<file path="src/verilog/ddr_pre_pkg.sv">
/*
 * Shared constants for the bank precharge and auto-precharge logic:
 * command encodings, timing figures and their cycle counts.
 * Assumes a 100 MHz system clock shared by controller and device ends.
 */
package ddr_pre_pkg;
	localparam int unsigned CLK_PERIOD_PS = 10000;
	localparam int unsigned NUM_BANKS     = 4;
	localparam int unsigned CNT_W         = 8;
	localparam int unsigned BA_W          = 2;
	// analog times in ps, converted by rounding up
	localparam int unsigned T_RAS_PS = 40000;
	localparam int unsigned T_RP_PS  = 12500;
	localparam int unsigned T_RC_PS  = 55000;
	localparam int unsigned T_RTP_PS = 7500;
	localparam int unsigned T_WR_PS  = 15000;
	localparam int unsigned RAS_CYC = (T_RAS_PS + CLK_PERIOD_PS - 1) / CLK_PERIOD_PS;
	localparam int unsigned RP_CYC  = (T_RP_PS + CLK_PERIOD_PS - 1) / CLK_PERIOD_PS;
	localparam int unsigned RC_CYC  = (T_RC_PS + CLK_PERIOD_PS - 1) / CLK_PERIOD_PS;
	localparam int unsigned RTP_CYC = (T_RTP_PS + CLK_PERIOD_PS - 1) / CLK_PERIOD_PS;
	localparam int unsigned WR_CYC  = (T_WR_PS + CLK_PERIOD_PS - 1) / CLK_PERIOD_PS;
	// mode defaults
	localparam int unsigned AL_DEF  = 0;
	localparam int unsigned CL_DEF  = 3;
	localparam int unsigned BL_DEF  = 4;
	localparam int unsigned MRWR_DEF = 3;
	localparam int unsigned PFETCH_GAP = 2;
	localparam int unsigned PRE_PRE_MIN = 1;
	// command pins {cs_n, ras_n, cas_n, we_n}
	localparam logic [3:0] CMD_NOP = 4'h7;
	localparam logic [3:0] CMD_ACT = 4'h3;
	localparam logic [3:0] CMD_RD  = 4'h5;
	localparam logic [3:0] CMD_WR  = 4'h4;
	localparam logic [3:0] CMD_PRE = 4'h2;
	localparam logic [3:0] CMD_DES = 4'h8;
	localparam int unsigned AP_BIT = 10;
endpackage : ddr_pre_pkg

</file>
<file path="src/verilog/ddr_pre_if.sv">
/*
 * Command link between the memory controller and the device end.
 * Assumes both ends clocked by the same system clock.
 */
`timescale 1ns/100ps
`default_nettype none
interface ddr_pre_if;
	logic        cs_n;
	logic        ras_n;
	logic        cas_n;
	logic        we_n;
	logic [1:0]  ba;
	logic [13:0] addr;
	modport ctrl (output cs_n, ras_n, cas_n, we_n, ba, addr);
	modport dev  (input  cs_n, ras_n, cas_n, we_n, ba, addr);
endinterface : ddr_pre_if
`default_nettype wire

</file>
<file path="src/verilog/ddr_pre_ctrl.sv">
/*
 * Controller end: issues activate, read, write and precharge requests
 * from a user port while holding per-bank spacings.
 * Assumes one request at a time; busy until it is issued.
 */
`timescale 1ns/100ps
`default_nettype none
module ddr_pre_ctrl #(
	parameter int unsigned AL = ddr_pre_pkg::AL_DEF,
	parameter int unsigned CL = ddr_pre_pkg::CL_DEF,
	parameter int unsigned BL = ddr_pre_pkg::BL_DEF,
	parameter int unsigned MR_WR = ddr_pre_pkg::MRWR_DEF
) (
	input  wire logic        i_sys_clk,
	input  wire logic        i_rstn,
	input  wire logic        i_ce,
	input  wire logic        i_req,
	input  wire logic [3:0]  i_cmd,
	input  wire logic [1:0]  i_ba,
	input  wire logic [13:0] i_addr,
	output logic             o_busy,
	output logic             o_done,
	ddr_pre_if.ctrl          bus
);
	localparam int unsigned W = ddr_pre_pkg::CNT_W;
	localparam int unsigned RTP_EFF = ddr_pre_pkg::RTP_CYC > ddr_pre_pkg::PFETCH_GAP
		? ddr_pre_pkg::RTP_CYC : ddr_pre_pkg::PFETCH_GAP;
	localparam logic [W-1:0] RD_PRE = W'(AL + BL / 2 + RTP_EFF - 2);
	localparam logic [W-1:0] WR_PRE = W'(AL + CL - 1 + BL / 2 + ddr_pre_pkg::WR_CYC);
	localparam logic [W-1:0] WR_DAL = W'(AL + CL - 1 + BL / 2 + MR_WR);
	localparam logic [W-1:0] BURST  = W'(AL + CL + BL / 2);

	logic        pend_ff, busy_ff, done_ff;
	logic [3:0]  cmd_ff, cs_ff;
	logic [1:0]  ba_ff;
	logic [13:0] addr_ff, a_ff;
	logic [1:0]  bo_ff;
	logic [W-1:0] lock_ff;
	logic [3:0]  apb_ff;
	logic [3:0]  open_w, ras_ok, rc_ok, pre_ok, rp_ok, apf;

	wire is_pre = cmd_ff == ddr_pre_pkg::CMD_PRE;
	wire is_act = cmd_ff == ddr_pre_pkg::CMD_ACT;
	wire is_rw  = cmd_ff == ddr_pre_pkg::CMD_RD || cmd_ff == ddr_pre_pkg::CMD_WR;
	wire all_b  = addr_ff[ddr_pre_pkg::AP_BIT];
	wire [3:0] sel = 4'h1 << ba_ff;
	wire [3:0] tgt = (is_pre && all_b) ? 4'hf : sel;
	wire pre_gate = &(~tgt | (ras_ok & pre_ok));
	wire act_gate = |(sel & ~open_w & rc_ok & rp_ok & ~apb_ff);
	wire rw_gate  = |(sel & open_w & ~apb_ff);
	wire may_go = pend_ff && lock_ff == '0
		&& (is_pre ? pre_gate : is_act ? act_gate : is_rw ? rw_gate : 1'b1);
	wire issue_rw = may_go && is_rw;
	wire issue_ap = issue_rw && all_b;
	wire [W-1:0] nxt_lock = issue_ap ? BURST : (lock_ff != '0 ? lock_ff - 1'b1 : lock_ff);

	genvar b;
	generate
		for (b = 0; b < 4; b++) begin : g_bank
			// mirror of the device's internal precharge point
			assign apf[b] = apb_ff[b] && ras_ok[b] && pre_ok[b];
			bank_timer #(.W(W)) u_tmr (
				.i_sys_clk (i_sys_clk),
				.i_rstn    (i_rstn),
				.i_ce      (i_ce),
				.i_act     (may_go && is_act && sel[b]),
				.i_pre     ((may_go && is_pre && tgt[b]) || apf[b]),
				.i_ld_pre  (issue_rw && sel[b]),
				.i_pre_val (cmd_ff == ddr_pre_pkg::CMD_RD ? RD_PRE : (all_b ? WR_DAL : WR_PRE)),
				.i_ras_val (W'(ddr_pre_pkg::RAS_CYC)),
				.i_rc_val  (W'(ddr_pre_pkg::RC_CYC)),
				.i_rp_val  (W'(ddr_pre_pkg::RP_CYC)),
				.o_open    (open_w[b]),
				.o_ras_ok  (ras_ok[b]),
				.o_rc_ok   (rc_ok[b]),
				.o_pre_ok  (pre_ok[b]),
				.o_rp_ok   (rp_ok[b])
			);
		end
	endgenerate

	wire take = i_req && !pend_ff;
	wire [3:0] nxt_cs = may_go ? cmd_ff : ddr_pre_pkg::CMD_NOP;
	always_ff @(posedge i_sys_clk or negedge i_rstn) begin
		if (!i_rstn) begin
			pend_ff <= 1'b0;
			busy_ff <= 1'b0;
			done_ff <= 1'b0;
			cmd_ff  <= ddr_pre_pkg::CMD_NOP;
			ba_ff   <= 2'h0;
			addr_ff <= 14'h0;
			cs_ff   <= ddr_pre_pkg::CMD_NOP;
			bo_ff   <= 2'h0;
			a_ff    <= 14'h0;
			lock_ff <= '0;
			apb_ff  <= 4'h0;
		end else if (i_ce) begin
			pend_ff <= take | (pend_ff & ~may_go);
			busy_ff <= take | (pend_ff & ~may_go);
			done_ff <= may_go;
			if (take) begin
				cmd_ff  <= i_cmd;
				ba_ff   <= i_ba;
				addr_ff <= i_addr;
			end
			cs_ff   <= nxt_cs;
			if (may_go) begin
				bo_ff <= ba_ff;
				a_ff  <= addr_ff;
			end
			lock_ff <= nxt_lock;
			apb_ff  <= (apb_ff & ~apf) | (issue_ap ? sel : 4'h0);
		end
	end
	assign bus.cs_n  = cs_ff[3];
	assign bus.ras_n = cs_ff[2];
	assign bus.cas_n = cs_ff[1];
	assign bus.we_n  = cs_ff[0];
	assign bus.ba    = bo_ff;
	assign bus.addr  = a_ff;
	assign o_busy    = busy_ff;
	assign o_done    = done_ff;
endmodule : ddr_pre_ctrl
`default_nettype wire

</file>
<file path="src/verilog/bank_timer.sv">
/*
 * Per-bank down counters for tRAS, tRC, tRTP/tWR and tRP plus open state.
 * Assumes load pulses are single cycle and mutually consistent.
 */
`timescale 1ns/100ps
`default_nettype none
module bank_timer #(
	parameter int unsigned W = ddr_pre_pkg::CNT_W
) (
	input  wire logic         i_sys_clk,
	input  wire logic         i_rstn,
	input  wire logic         i_ce,
	input  wire logic         i_act,
	input  wire logic         i_pre,
	input  wire logic         i_ld_pre,
	input  wire logic [W-1:0] i_pre_val,
	input  wire logic [W-1:0] i_ras_val,
	input  wire logic [W-1:0] i_rc_val,
	input  wire logic [W-1:0] i_rp_val,
	output logic              o_open,
	output logic              o_ras_ok,
	output logic              o_rc_ok,
	output logic              o_pre_ok,
	output logic              o_rp_ok
);
	logic [W-1:0] ras_ff, rc_ff, pre_ff, rp_ff;
	logic         open_ff;
	wire  [W-1:0] nxt_ras = i_act ? i_ras_val : (ras_ff != '0 ? ras_ff - 1'b1 : ras_ff);
	wire  [W-1:0] nxt_rc  = i_act ? i_rc_val : (rc_ff != '0 ? rc_ff - 1'b1 : rc_ff);
	wire  [W-1:0] pre_dec = pre_ff != '0 ? pre_ff - 1'b1 : pre_ff;
	// keep the longer of pending and new recovery
	wire  [W-1:0] nxt_pre = (i_ld_pre && i_pre_val > pre_dec) ? i_pre_val : pre_dec;
	wire  [W-1:0] nxt_rp  = i_pre ? i_rp_val : (rp_ff != '0 ? rp_ff - 1'b1 : rp_ff);
	always_ff @(posedge i_sys_clk or negedge i_rstn) begin
		if (!i_rstn) begin
			ras_ff  <= '0;
			rc_ff   <= '0;
			pre_ff  <= '0;
			rp_ff   <= '0;
			open_ff <= 1'b0;
		end else if (i_ce) begin
			ras_ff  <= nxt_ras;
			rc_ff   <= nxt_rc;
			pre_ff  <= nxt_pre;
			rp_ff   <= nxt_rp;
			open_ff <= i_act ? 1'b1 : (i_pre ? 1'b0 : open_ff);
		end
	end
	assign o_open   = open_ff;
	assign o_ras_ok = ras_ff == '0;
	assign o_rc_ok  = rc_ff == '0;
	assign o_pre_ok = pre_ff == '0;
	assign o_rp_ok  = rp_ff == '0;
endmodule : bank_timer
`default_nettype wire

</file>
<file path="src/flat_wrapper.sv">
// flat-port wrapper written by rule: the top's interface ports become plain ports
module ddr_pre_ctrl_flat 
#(
	parameter int unsigned AL = ddr_pre_pkg::AL_DEF,
	parameter int unsigned CL = ddr_pre_pkg::CL_DEF,
	parameter int unsigned BL = ddr_pre_pkg::BL_DEF,
	parameter int unsigned MR_WR = ddr_pre_pkg::MRWR_DEF
)
  (i_sys_clk, i_rstn, i_ce, i_req, i_cmd, i_ba, i_addr, o_busy, o_done, bus_cs_n, bus_ras_n, bus_cas_n, bus_we_n, bus_ba, bus_addr);
  ddr_pre_if bus_i ();
  input  wire logic i_sys_clk;
  input  wire logic i_rstn;
  input  wire logic i_ce;
  input  wire logic i_req;
  input  wire logic [3:0] i_cmd;
  input  wire logic [1:0] i_ba;
  input  wire logic [13:0] i_addr;
  output logic o_busy;
  output logic o_done;
  output wire logic [$bits(bus_i.cs_n)-1:0] bus_cs_n;
  output wire logic [$bits(bus_i.ras_n)-1:0] bus_ras_n;
  output wire logic [$bits(bus_i.cas_n)-1:0] bus_cas_n;
  output wire logic [$bits(bus_i.we_n)-1:0] bus_we_n;
  output wire logic [$bits(bus_i.ba)-1:0] bus_ba;
  output wire logic [$bits(bus_i.addr)-1:0] bus_addr;
  assign bus_cs_n = bus_i.cs_n;
  assign bus_ras_n = bus_i.ras_n;
  assign bus_cas_n = bus_i.cas_n;
  assign bus_we_n = bus_i.we_n;
  assign bus_ba = bus_i.ba;
  assign bus_addr = bus_i.addr;
  ddr_pre_ctrl #(.AL(AL), .CL(CL), .BL(BL), .MR_WR(MR_WR)) u_core (.i_sys_clk(i_sys_clk), .i_rstn(i_rstn), .i_ce(i_ce), .i_req(i_req), .i_cmd(i_cmd), .i_ba(i_ba), .i_addr(i_addr), .o_busy(o_busy), .o_done(o_done), .bus(bus_i));
endmodule
</file>
<file path="config.mk">
export PLATFORM = sky130hd
export DESIGN_NAME = ddr_pre_ctrl_flat
export DESIGN_NICKNAME = d
export VERILOG_FILES = /design/src/verilog/ddr_pre_pkg.sv /design/src/verilog/ddr_pre_if.sv /design/src/verilog/ddr_pre_ctrl.sv /design/src/verilog/bank_timer.sv /design/src/flat_wrapper.sv
export SDC_FILE = /design/constraint.sdc
export NUM_CORES = 1
export LEC_CHECK = 0
export ABC_AREA = 1
export BUFFER_PORTS_ARGS = -buffer_cell sky130_fd_sc_hd__clkbuf_2
export CAP_MARGIN = 25
export CORE_UTILIZATION = 30
export DETAILED_ROUTE_END_ITERATION = 16
export GPL_TIMING_DRIVEN = 0
export HOLD_SLACK_MARGIN = 0.03
export PLACE_DENSITY = 0.5
export SKIP_LAST_GASP = 1
export SYNTH_ARGS = -nofsm -noshare
export SYNTH_HDL_FRONTEND = slang
export SYNTH_SLANG_ARGS = --single-unit
</file>
<file path="constraint.sdc">
create_clock -name i_sys_clk -period 3.3 [get_ports i_sys_clk]
set_clock_uncertainty 0.1 [all_clocks]
set_input_delay 0.33 -clock i_sys_clk [delete_from_list [all_inputs] [get_ports i_sys_clk]]
set_output_delay 0.33 -clock i_sys_clk [all_outputs]
set_load 0.005 [all_outputs]
</file>
# Word-level counts from Yosys, hierarchy flattened
# Cells that the tools add are included.
dict set report word_totals {
  register_bits 186
  ram_bits 0
  inputBits 24
  latchBits 0
  word_cells 234
  memories 0
  rom_bits 0
}
dict set report classes {
  bitwise_logic 17
  addsub 17
  mul 0
  n_mux 50
  reduce_logical 111
  eq_ne 4
  div_mod_pow 0
  n_shift 1
  magnitude_cmp 4
}
# operator count
set ops {}
lappend ops {{two-way mux 8 bit} 35}
lappend ops {{logical NOT 8 bit} 17}
lappend ops {{nonzero test 8 bit} 17}
lappend ops {{subtractor 8 x 1 -> 8 bit, second input constant} 17}
lappend ops {{AND reduction 2 bit} 19}
lappend ops {{nonzero test 2 bit} 17}
lappend ops {{bitwise AND 4 bit} 8}
lappend ops {{greater-than comparator 8 bit} 4}
lappend ops {{logical AND 1 bit} 32}
lappend ops {{inverter 4 bit} 4}
lappend ops {{two-way mux 1 bit} 12}
lappend ops {{two-way mux 4 bit} 3}
lappend ops {{== test 4 x 2 -> 1 bit, second input constant} 2}
lappend ops {{== test 4 x 3 -> 1 bit, second input constant} 2}
lappend ops {{bitwise OR 4 bit} 2}
lappend ops {{OR reduction 4 bit} 2}
lappend ops {{logical OR 1 bit} 5}
lappend ops {{AND reduction 4 bit} 1}
lappend ops {{left shift 1 x 2 -> 4 bit, first input constant} 1}
lappend ops {{bitwise AND 1 bit} 1}
lappend ops {{logical NOT 1 bit} 1}
lappend ops {{inverter 1 bit} 1}
lappend ops {{bitwise OR 1 bit} 1}

# Logic depth before layout (Yosys ltp)
# Gate-level depths: netlist (run 1).
dict set report logic_depth {
  ltp_word 14
  ltp_mapped 18
  mapped_depth_nobuf 17
}

# Hierarchy
# Synthesis (run 1) repeated with hierarchy kept, for this count alone.
dict set report hier_totals {
  cells_unflattened 1813
  area_unflattened_um2 12995.0
}
# module area_per_inst_um2 cells_each n_inst seq_area_each_um2
set modules_own_cells {}
lappend modules_own_cells {bank_timer 2605.0 379 4 825.8}
lappend modules_own_cells {ddr_pre_ctrl 2575.0 297 1 1358.8}

# Worst setup path before layout (run 1)
# OpenSTA, ideal clock, no wires.
dict set report synth_path {
  path_type {reg-to-reg}
  startpoint {register u_core.cmd_ff[2]}
  endpoint {register u_core.g_bank[2].u_tmr.pre_ff[0]}
  slack_ns 0.639
  setup_ns 0.118
  required_time_ns 3.082
  path_buffers 0
  path_stages_with_launch 14
  arrival_time_ns 2.443
  path_cell_list {dfstp_2 > inv_1 > nor3_1 > nand2_1 > nand2_1 > ha_1 > nand2_1 > o21ai_0 > nand3_1 > nand3_1 > nor3_1 > nand4_1 > nand3_1 > nand2_1}
}
dict set report synth_via {
  elab_chain_len 12
}
# item line
set synth_rtl {}
lappend synth_rtl {{start: declaration} ddr_pre_ctrl.sv:34} ;# logic [3:0] cmd_ff, cs_ff;
lappend synth_rtl {{start signal: assignment} ddr_pre_ctrl.sv:89} ;# cmd_ff <= ddr_pre_pkg::CMD_NOP;
lappend synth_rtl {{start signal: assignment} ddr_pre_ctrl.sv:102} ;# cmd_ff <= i_cmd;
lappend synth_rtl {{== test 4 x 2 -> 1 bit} ddr_pre_ctrl.sv:42} ;# wire is_pre = cmd_ff == ddr_pre_pkg::CMD_PRE;
lappend synth_rtl {{logical AND 1 bit} ddr_pre_ctrl.sv:47} ;# wire [3:0] tgt = (is_pre && all_b) ? 4'hf : sel;
lappend synth_rtl {{two-way mux 4 bit} ddr_pre_ctrl.sv:47}
lappend synth_rtl {{inverter 4 bit} ddr_pre_ctrl.sv:48} ;# wire pre_gate = &(~tgt | (ras_ok & pre_ok));
lappend synth_rtl {{bitwise OR 4 bit} ddr_pre_ctrl.sv:48}
lappend synth_rtl {{AND reduction 4 bit} ddr_pre_ctrl.sv:48}
lappend synth_rtl {{two-way mux 1 bit} ddr_pre_ctrl.sv:52} ;# && (is_pre ? pre_gate : is_act ? act_gate : is_rw ? rw_gate : 1'b1);
lappend synth_rtl {{logical AND 1 bit} ddr_pre_ctrl.sv:52}
lappend synth_rtl {{logical AND 1 bit} ddr_pre_ctrl.sv:53} ;# wire issue_rw = may_go && is_rw;
lappend synth_rtl {{logical AND 1 bit} ddr_pre_ctrl.sv:68} ;# .i_ld_pre (issue_rw && sel[b]),
lappend synth_rtl {{logical AND 1 bit} bank_timer.sv:32} ;# wire [W-1:0] nxt_pre = (i_ld_pre && i_pre_val > pre_dec) ? i_pre_val : pre_dec;
lappend synth_rtl {{two-way mux 8 bit (*)} bank_timer.sv:32}
lappend synth_rtl {{end signal: assignment} bank_timer.sv:44} ;# pre_ff <= nxt_pre;
lappend synth_rtl {{end: declaration} bank_timer.sv:26} ;# logic [W-1:0] ras_ff, rc_ff, pre_ff, rp_ff;
# Mark *: on every way between the ends. The rest lies on a longest branch, timed or not.
# A chain may end at the register's enable or synchronous reset.

# Worst setup path in the final report (run 1)
dict set report layout_path {
  startpoint {register u_core.g_bank[1].u_tmr.pre_ff[0]}
  endpoint {register u_core.g_bank[1].u_tmr.pre_ff[2]}
}
dict set report layout_via {
  elab_chain_len 10
}
# item line
set layout_rtl {}
lappend layout_rtl {{start: declaration} bank_timer.sv:26}
lappend layout_rtl {{start signal: assignment} bank_timer.sv:44}
lappend layout_rtl {{parallel branches: the longest is 9 deep, another holds subtractor 8 x 1 -> 8 bit} -}
lappend layout_rtl {{two-way mux 8 bit (*)} bank_timer.sv:32}
# Every way passes the cells marked *.

==> metrics.txt, run 1 <==
RSZ-0062 raised after global routing no; fin. max-slew vios 0; total wire length 26230 um; post-synth top area cell dfrtp_1; gr ovfl total 0; most frequent cell on the critical path nand3_1; initial antenna violation count 0; commonest non-fill, non-tap cell in the layout nand2_1; routed vias/inst 4.639; cell area after synthesis 0.01072 mm^2; CP Max Fanout 9; num ports 46; Worst Hold Class input port to flip-flop; Design Power 11.25 mW; yosys warns 0; CTS root buffer clkbuf_16; Core Area 0.03488 mm^2; PortBufs 44; # rows 68; Leak 6.302 nW; CTS tree built; layout cells sized above 1 9.164%; Slew headroom 34.88%; Avg WL per Cell 13.45 um; Worst-Margin Slew 0.9694 ns; first drt pass iteration count 5; period utilization 93.43%; clock latency on the worst-skew pair 0.45 ns; CTS buffer count 17; Placer Congestion 0.8505; Clock Sink Count 186; commonest cells after routing, fill and taps aside nand2_1 (448), dfrtp_1 (180), nand3_1 (161), nor2_1 (135), inv_1 (122); Setup TNS Final 0 ns; final setup vio count 0; crit path max-delay cell type dfrtp_1; Routed Antenna Nets 0; width of the die 191.0 um; Reg clk slew, reported paths 0.07 ns; largest net degree at the start of global routing 70; cell count after synthesis 1398; status finished, final reports clean; Primary FF master, synth dfrtp_1; Initial Util 30.72%; Die Y 191.0 um; Post-Syn Area per Cell 7.667 um^2; post-synth cell types 37; H-tree levels 4; Setup CP Type flip-flop to flip-flop; ranking of synthesized cells by area dfrtp_1 (42%), nand2_1 (16%), nand3_1 (7.5%); total die area 0.03649 mm^2; Synth Register Bits 186; Post-CTS Setup Repair Bufs 0; PwrDens 908.0 mW/mm^2; CP delay by family, top simple AND/OR/NAND/NOR gates; crit-path cells inv_1 -> ha_1 -> nand3_1 -> nor2_4 -> clkinv_1 -> o21ai_0 -> ha_1 -> nand2_1 -> o21ai_0 -> nand3_1 -> nand3_1 -> nor3_1 -> nand3_1 -> nand2_1 -> nand3_1 -> nand2_1; CP bufs+invs 2; area post-placement 0.01157 mm^2; post-route cell area 0.01239 mm^2; number of synthesized flops with an enable pin 0; GR Util All Layers 15.37%; Worst Path Arrival 3.37 ns; Worst Slack Setup Final 0.2170 ns; fraction of registers with async set or reset after synthesis 100.0%; ant diodes 0; Req. time, crit path 3.58 ns; via count 9047; maximum VDD drop 0.0003976 V; Synth top area share 42.03%; Setup crit end kind flip-flop; Residual DRC 0; nets@finish 1543; Startpoint Class flip-flop; Seq/Total Area, Yosys 43.50%; Max Fclk 0.3244 GHz; vias in the first global route 8763; initial drt markers 561; minimum clock period 3.083 ns; pre-CTS setup slack -0.6331 ns; Fin. Hold Viols 0; Area Growth Syn to Fin 15.60%; synthesized net count 1459; CP peak stage delay 0.41 ns; global-route wire length before repair 44580 um; max-cap violation count 0; CTS Buffer Depth 2; detailed placer's ending HPWL 18410 um; Util after Layout 35.52%
state kept, by name, indices dropped and copies added, names as in the netlist:
name and count:
u_core.bus.addr 14, u_core.cs_ff 4, u_core.g_bank.u_tmr.ras_ff 32, u_core.g_bank.u_tmr.o_open 4, u_core.cmd_ff 4, u_core.pend_ff 1, u_core.g_bank.u_tmr.rp_ff 32, u_core.g_bank.u_tmr.pre_ff 32
u_core.lock_ff 8, u_core.bus.ba 2, u_core.addr_ff 14, u_core.g_bank.u_tmr.rc_ff 32, u_core.ba_ff 2, u_core.o_done 1, u_core.apb_ff 4
Yosys cell counts, types with 3 or more instances:
| cell | n |
|---|---|
| nand3_1 | 161 |
| dfstp_2 | 6 |
| buf_2 | 5 |
| clkinv_1 | 7 |
| nor3_1 | 21 |
| o21ai_0 | 54 |
| a22oi_1 | 4 |
| o21ai_1 | 6 |
| nand4_1 | 30 |
| xnor2_1 | 34 |
| nor2_1 | 135 |
| buf_6 | 5 |
| mux2_2 | 13 |
| nor2_4 | 3 |
| dfrtp_1 | 180 |
| xor2_1 | 47 |
| ha_1 | 37 |
| a21oi_1 | 23 |
| or3_1 | 6 |
| inv_2 | 7 |
| nand2_1 | 450 |
| inv_1 | 122 |
| nand3_2 | 5 |
| nand4_4 | 3 |
| clkbuf_1 | 14 |
| o211ai_1 | 6 |
area by class of cell:
| cell class | count | area, um^2 |
|---|---|---|
| fillers | 3696 | 22490 |
| multi-input cells | 1051 | 5430 |
| plain buffers | 25 | 141.4 |
| inverters | 136 | 510.5 |
| well taps | 455 | 569.3 |
| clock inverters | 12 | 165.2 |
| repair buffers | 65 | 474.2 |
| clock buffers | 20 | 436.7 |
| flip-flops and latches | 186 | 4662 |
metal layers:
layer / part of all wire [%] / wire length, um / track usage, % / vias up
li1: - / - / - / 4660
met1: 51 / 13310 / 21.13 / 4280
met2: 45 / 11850 / 24.22 / 89
met3: 2.6 / 688 / 3.011 / 18
met4: 1.5 / 384 / 4.585 / 0
met5: 0 / 0 / 0 / -
path summary, 6_finish.rpt:
check                                                               end  slack (ns)  depth (start not counted)                                          from
max                        u_core.g_bank[1].u_tmr.pre_ff[2]$_DFFE_PN0P_        0.22                         16  u_core.g_bank[1].u_tmr.pre_ff[0]$_DFFE_PN0P_
min                                         u_core.ba_ff[0]$_DFFE_PN0P_        0.06                          3                                       i_ba[0]
max reg2reg                u_core.g_bank[1].u_tmr.pre_ff[2]$_DFFE_PN0P_        0.22                         16  u_core.g_bank[1].u_tmr.pre_ff[0]$_DFFE_PN0P_
min reg2reg                              u_core.bus.addr[6]$_DFFE_PN0P_        0.36                          2                 u_core.addr_ff[6]$_DFFE_PN0P_
max in group asynchronous  u_core.g_bank[2].u_tmr.ras_ff[6]$_DFFE_PN0P_        1.70                          4                                        i_rstn
min in group asynchronous   u_core.g_bank[3].u_tmr.rp_ff[5]$_DFFE_PN0P_        0.32                          2                                        i_rstn
what timing repair did:
action | CTS | global route
endpoints found under the setup margin | 12 | 11
hold endpoints to repair | 69 | 1
resized for setup | 2 | 4
cloned | 0 | 0
hold buffers | 18 | 1
report_power, final:
group	total, mW	internal, mW	switching [mW]
sequential	4.17	3.28	0.891
clock	2.17	1.21	0.962
combinational	4.91	1.98	2.92
total	11.2	6.47	4.78
per-stage QoR:
| step | hold WS [ns] | instances |
|---|---|---|
| after CTS | 0.03004 | 1949 |
| after detailed placement | 0.2396 | 1899 |
| after global placement | 0.3432 | 1897 |
| final | 0.06200 | 1950 |
| after global routing | 0.07015 | 1950 |
| after floorplan | -0.06559 | 1398 |
worst min-delay path: stages:
cell and delay, ns:
clkbuf_2 0.08, nor2_1 0.05, a21oi_1 0.10
cells by family after synthesis:
logic type                 Yosys count  share of synthesized area [%]
muxes                               13                          1.366
and+or+nand+nor                    823                          33.20
DFF                                186                          43.50
adders and majority gates           37                          4.319
xor gates and xnor gates            81                          6.619
AOI/OAI and AO/OA                   97                          4.915
buffers and inverters              161                          6.082
Note: power is estimated with default switching activity, not from simulation.
==> run 2, diff against run 1 <==
--- a/config.mk
+++ b/config.mk
@@ -6,13 +6,15 @@
 export NUM_CORES = 1
 export LEC_CHECK = 0
 export ABC_AREA = 1
+export ABC_CLOCK_PERIOD_IN_PS = 3300
 export BUFFER_PORTS_ARGS = -buffer_cell sky130_fd_sc_hd__clkbuf_2
 export CAP_MARGIN = 25
-export CORE_UTILIZATION = 30
+export CORE_ASPECT_RATIO = 1.75
+export CORE_UTILIZATION = 56
 export DETAILED_ROUTE_END_ITERATION = 16
 export GPL_TIMING_DRIVEN = 0
 export HOLD_SLACK_MARGIN = 0.03
-export PLACE_DENSITY = 0.5
+export PLACE_DENSITY = 0.78
 export SKIP_LAST_GASP = 1
 export SYNTH_ARGS = -nofsm -noshare
 export SYNTH_HDL_FRONTEND = slang
==> metrics.txt, run 2 (synthesized netlist as in run 1, its figures left out) <==
status finished, final reports clean; initial antenna violation count 1 (+1); PortBufs 44 (unchanged); CP delay by family, top simple AND/OR/NAND/NOR gates; cell internal pwr 6.422 mW (-0.80%); largest net degree at the start of global routing 100 (+43%); total die area 0.01972 mm^2 (-46%); Setup crit end kind flip-flop; Initial Util 57.43% (+27 points); Worst-Margin Slew 1.030 ns (+0.06028 ns); Post-CTS Setup Repair Bufs 0 (unchanged); minimum clock period 3.143 ns (+0.05995 ns); met1 WL 10010 um (-25%); CTS tree built; Sw Share 43.15% (+0.70 points); Leak 6.275 nW (-0.43%); CP peak stage delay 0.42 ns (about the same); most frequent cell on the critical path nand3_1; detailed placer's ending HPWL 18260 um (-0.83%); max-cap violation count 0 (unchanged); Slew headroom 30.84% (-4.0 points); total wire length 25420 um (-3.1%); layout cells sized above 1 9.249% (+0.085 points); fin. max-slew vios 0 (unchanged); CTS buffer count 17 (unchanged); routed vias/inst 5.488 (+18%); Finished Layout Cells 1731 (-11%); clock latency on the worst-skew pair 0.45 ns (about the same); commonest non-fill, non-tap cell in the layout nand2_1; wire length on met3 902 um (+31%); first drt pass iteration count 5 (unchanged); CP bufs+invs 2 (unchanged); Residual DRC 0 (unchanged); Max Fclk 0.3182 GHz (-1.9%); CTS root buffer clkbuf_16; Placer Congestion 0.8884 (+4.5%); period utilization 95.24% (+1.8 points); Startpoint Class flip-flop; Worst R2R Setup Slack 0.16 ns (-0.06 ns); maximum VDD drop 0.0005076 V (+28%); clock share of power 18.8% (-0.5 points); hold slack 0.04310 ns (-0.01890 ns); Setup CP Type flip-flop to flip-flop; Core Area 0.01866 mm^2 (-46%); GR Util All Layers 27.82% (+12 points); Fin. Hold Viols 0 (unchanged); Worst Path Arrival 3.43 ns (+0.06 ns); footprint of the multi-input gates 0.005425 mm^2 (about the same); width of the die 106.6 um (-44%); CP Max Fanout 9 (unchanged); vias in the first global route 9446 (+7.8%); metal2 WL 13440 um (+13%); gr ovfl total 0 (unchanged); sequential share of power 37.0% (about the same); Routed Antenna Nets 0 (unchanged); global-route wire length before repair 43270 um (-2.9%); H-tree levels 4 (unchanged); Psw 4.875 mW (+2.1%); Worst Hold Class input port to flip-flop; DR top layer met4; RSZ-0062 raised after global routing no; nets@finish 1540 (-0.19%); Clock Sink Count 186 (unchanged); commonest cells after routing, fill and taps aside nand2_1 (449), dfrtp_1 (180), nand3_1 (161), nor2_1 (134), inv_1 (122); initial drt markers 469 (-16%); Avg WL per Cell 14.69 um (+9.2%); PwrDens 936.0 mW/mm^2 (+3.1%); placed insts 1681 (-11%); crit-path cells inv_1 -> ha_1 -> nand3_1 -> nor2_4 -> clkinv_1 -> o21ai_0 -> ha_1 -> nand2_1 -> o21ai_0 -> nand3_1 -> nand3_1 -> nor3_1 -> nand3_1 -> nand2_1 -> nand3_1 -> nand2_1; # fillers 1657 (-55%); Area Growth Syn to Fin 12.62%; Req. time, crit path 3.59 ns (about the same); crit path max-delay cell type dfrtp_1; via count 9500 (+5.0%); CTS Buffer Depth 2 (unchanged); num ports 46 (unchanged); final setup vio count 0 (unchanged); Register Area 0.004662 mm^2 (unchanged); combinational share of power 44.2% (+0.6 points); Die Y 185.0 um (-3.1%); # rows 66 (-2.9%); Reg clk slew, reported paths 0.07 ns (about the same)
-- run 2: area by class of cell --
cell class	instances	area share, %
Multi-Input combinational cell	1051	44.95
Sequential cell	186	38.62
Inverter	136	4.229
Clock buffer	18	3.638
Timing Repair Buffer	62	3.535
Tap cell	238	2.467
Clock inverter	14	1.368
Buffer	25	1.171
Antenna cell	1	0.02073
-- run 2: worst reg2reg max path, stage by stage (launching register included) --
cell	delay [ns]
dfrtp_1	0.42
inv_1	0.12
ha_1	0.16
nand3_1	0.12
nor2_4	0.19
clkinv_1	0.27
o21ai_0	0.24
ha_1	0.33
nand2_1	0.07
o21ai_0	0.09
nand3_1	0.11
nand3_1	0.08
nor3_1	0.37
nand3_1	0.20
nand2_1	0.10
nand3_1	0.06
nand2_1	0.07
-- run 2: worst paths after layout --
path | endpoint | cells past startpoint | from
max | u_core.g_bank[1].u_tmr.pre_ff[0]$_DFFE_PN0P_ | 16 | u_core.g_bank[1].u_tmr.pre_ff[0]$_DFFE_PN0P_
max in group asynchronous | u_core.g_bank[0].u_tmr.ras_ff[4]$_DFFE_PN0P_ | 3 | i_rstn
min in group asynchronous | u_core.lock_ff[4]$_DFFE_PN0P_ | 2 | i_rstn
min reg2reg | u_core.bus.addr[4]$_DFFE_PN0P_ | 2 | u_core.addr_ff[4]$_DFFE_PN0P_
min | u_core.addr_ff[2]$_DFFE_PN0P_ | 2 | i_addr[2]
max reg2reg | u_core.g_bank[1].u_tmr.pre_ff[0]$_DFFE_PN0P_ | 16 | u_core.g_bank[1].u_tmr.pre_ff[0]$_DFFE_PN0P_
-- run 2: repair_timing --
action                                  CTS  global route
endpoints found under the setup margin    9            27
cloned                                    0             0
hold endpoints to repair                100             0
gates resized for setup                   1             4
hold buffers                             17             0
-- run 2: stage by stage --
step                      util, %  instance area (um^2)  TNS (ns)  total power, mW  setup WS (ns)
after floorplan                 -                 10720         0            7.902         0.6387
after global placement      60.20                 11240   -317.84            8.884         -1.763
final                       64.68                 12070         0            11.30         0.1570
after global routing        64.68                 12070         0            12.32        0.01712
after CTS                   64.58                 12050         0            11.30       0.007860
after detailed placement    60.40                 11270    -1.847            9.096        -0.2760
-- run 2: power by group through the flow --
stage / clock network [mW] / registers, mW / logic [mW]
4_1_cts: 2.15 / 4.16 / 4.99
3_5_place_dp: 0 / 4.18 / 4.92
2_1_floorplan: 0 / 3.98 / 3.92
3_3_place_gp: 0 / 4.15 / 4.74
5_1_grt: 2.24 / 4.32 / 5.76
6_report: 2.12 / 4.18 / 4.99
-- run 2: metal layers --
| metal | track usage [%] | vias up |
|---|---|---|
| met5 | 0 | - |
| met4 | 15.34 | 0 |
| met3 | 4.609 | 77 |
| met2 | 50.40 | 180 |
| met1 | 30.55 | 4572 |
| li1 | - | 4671 |
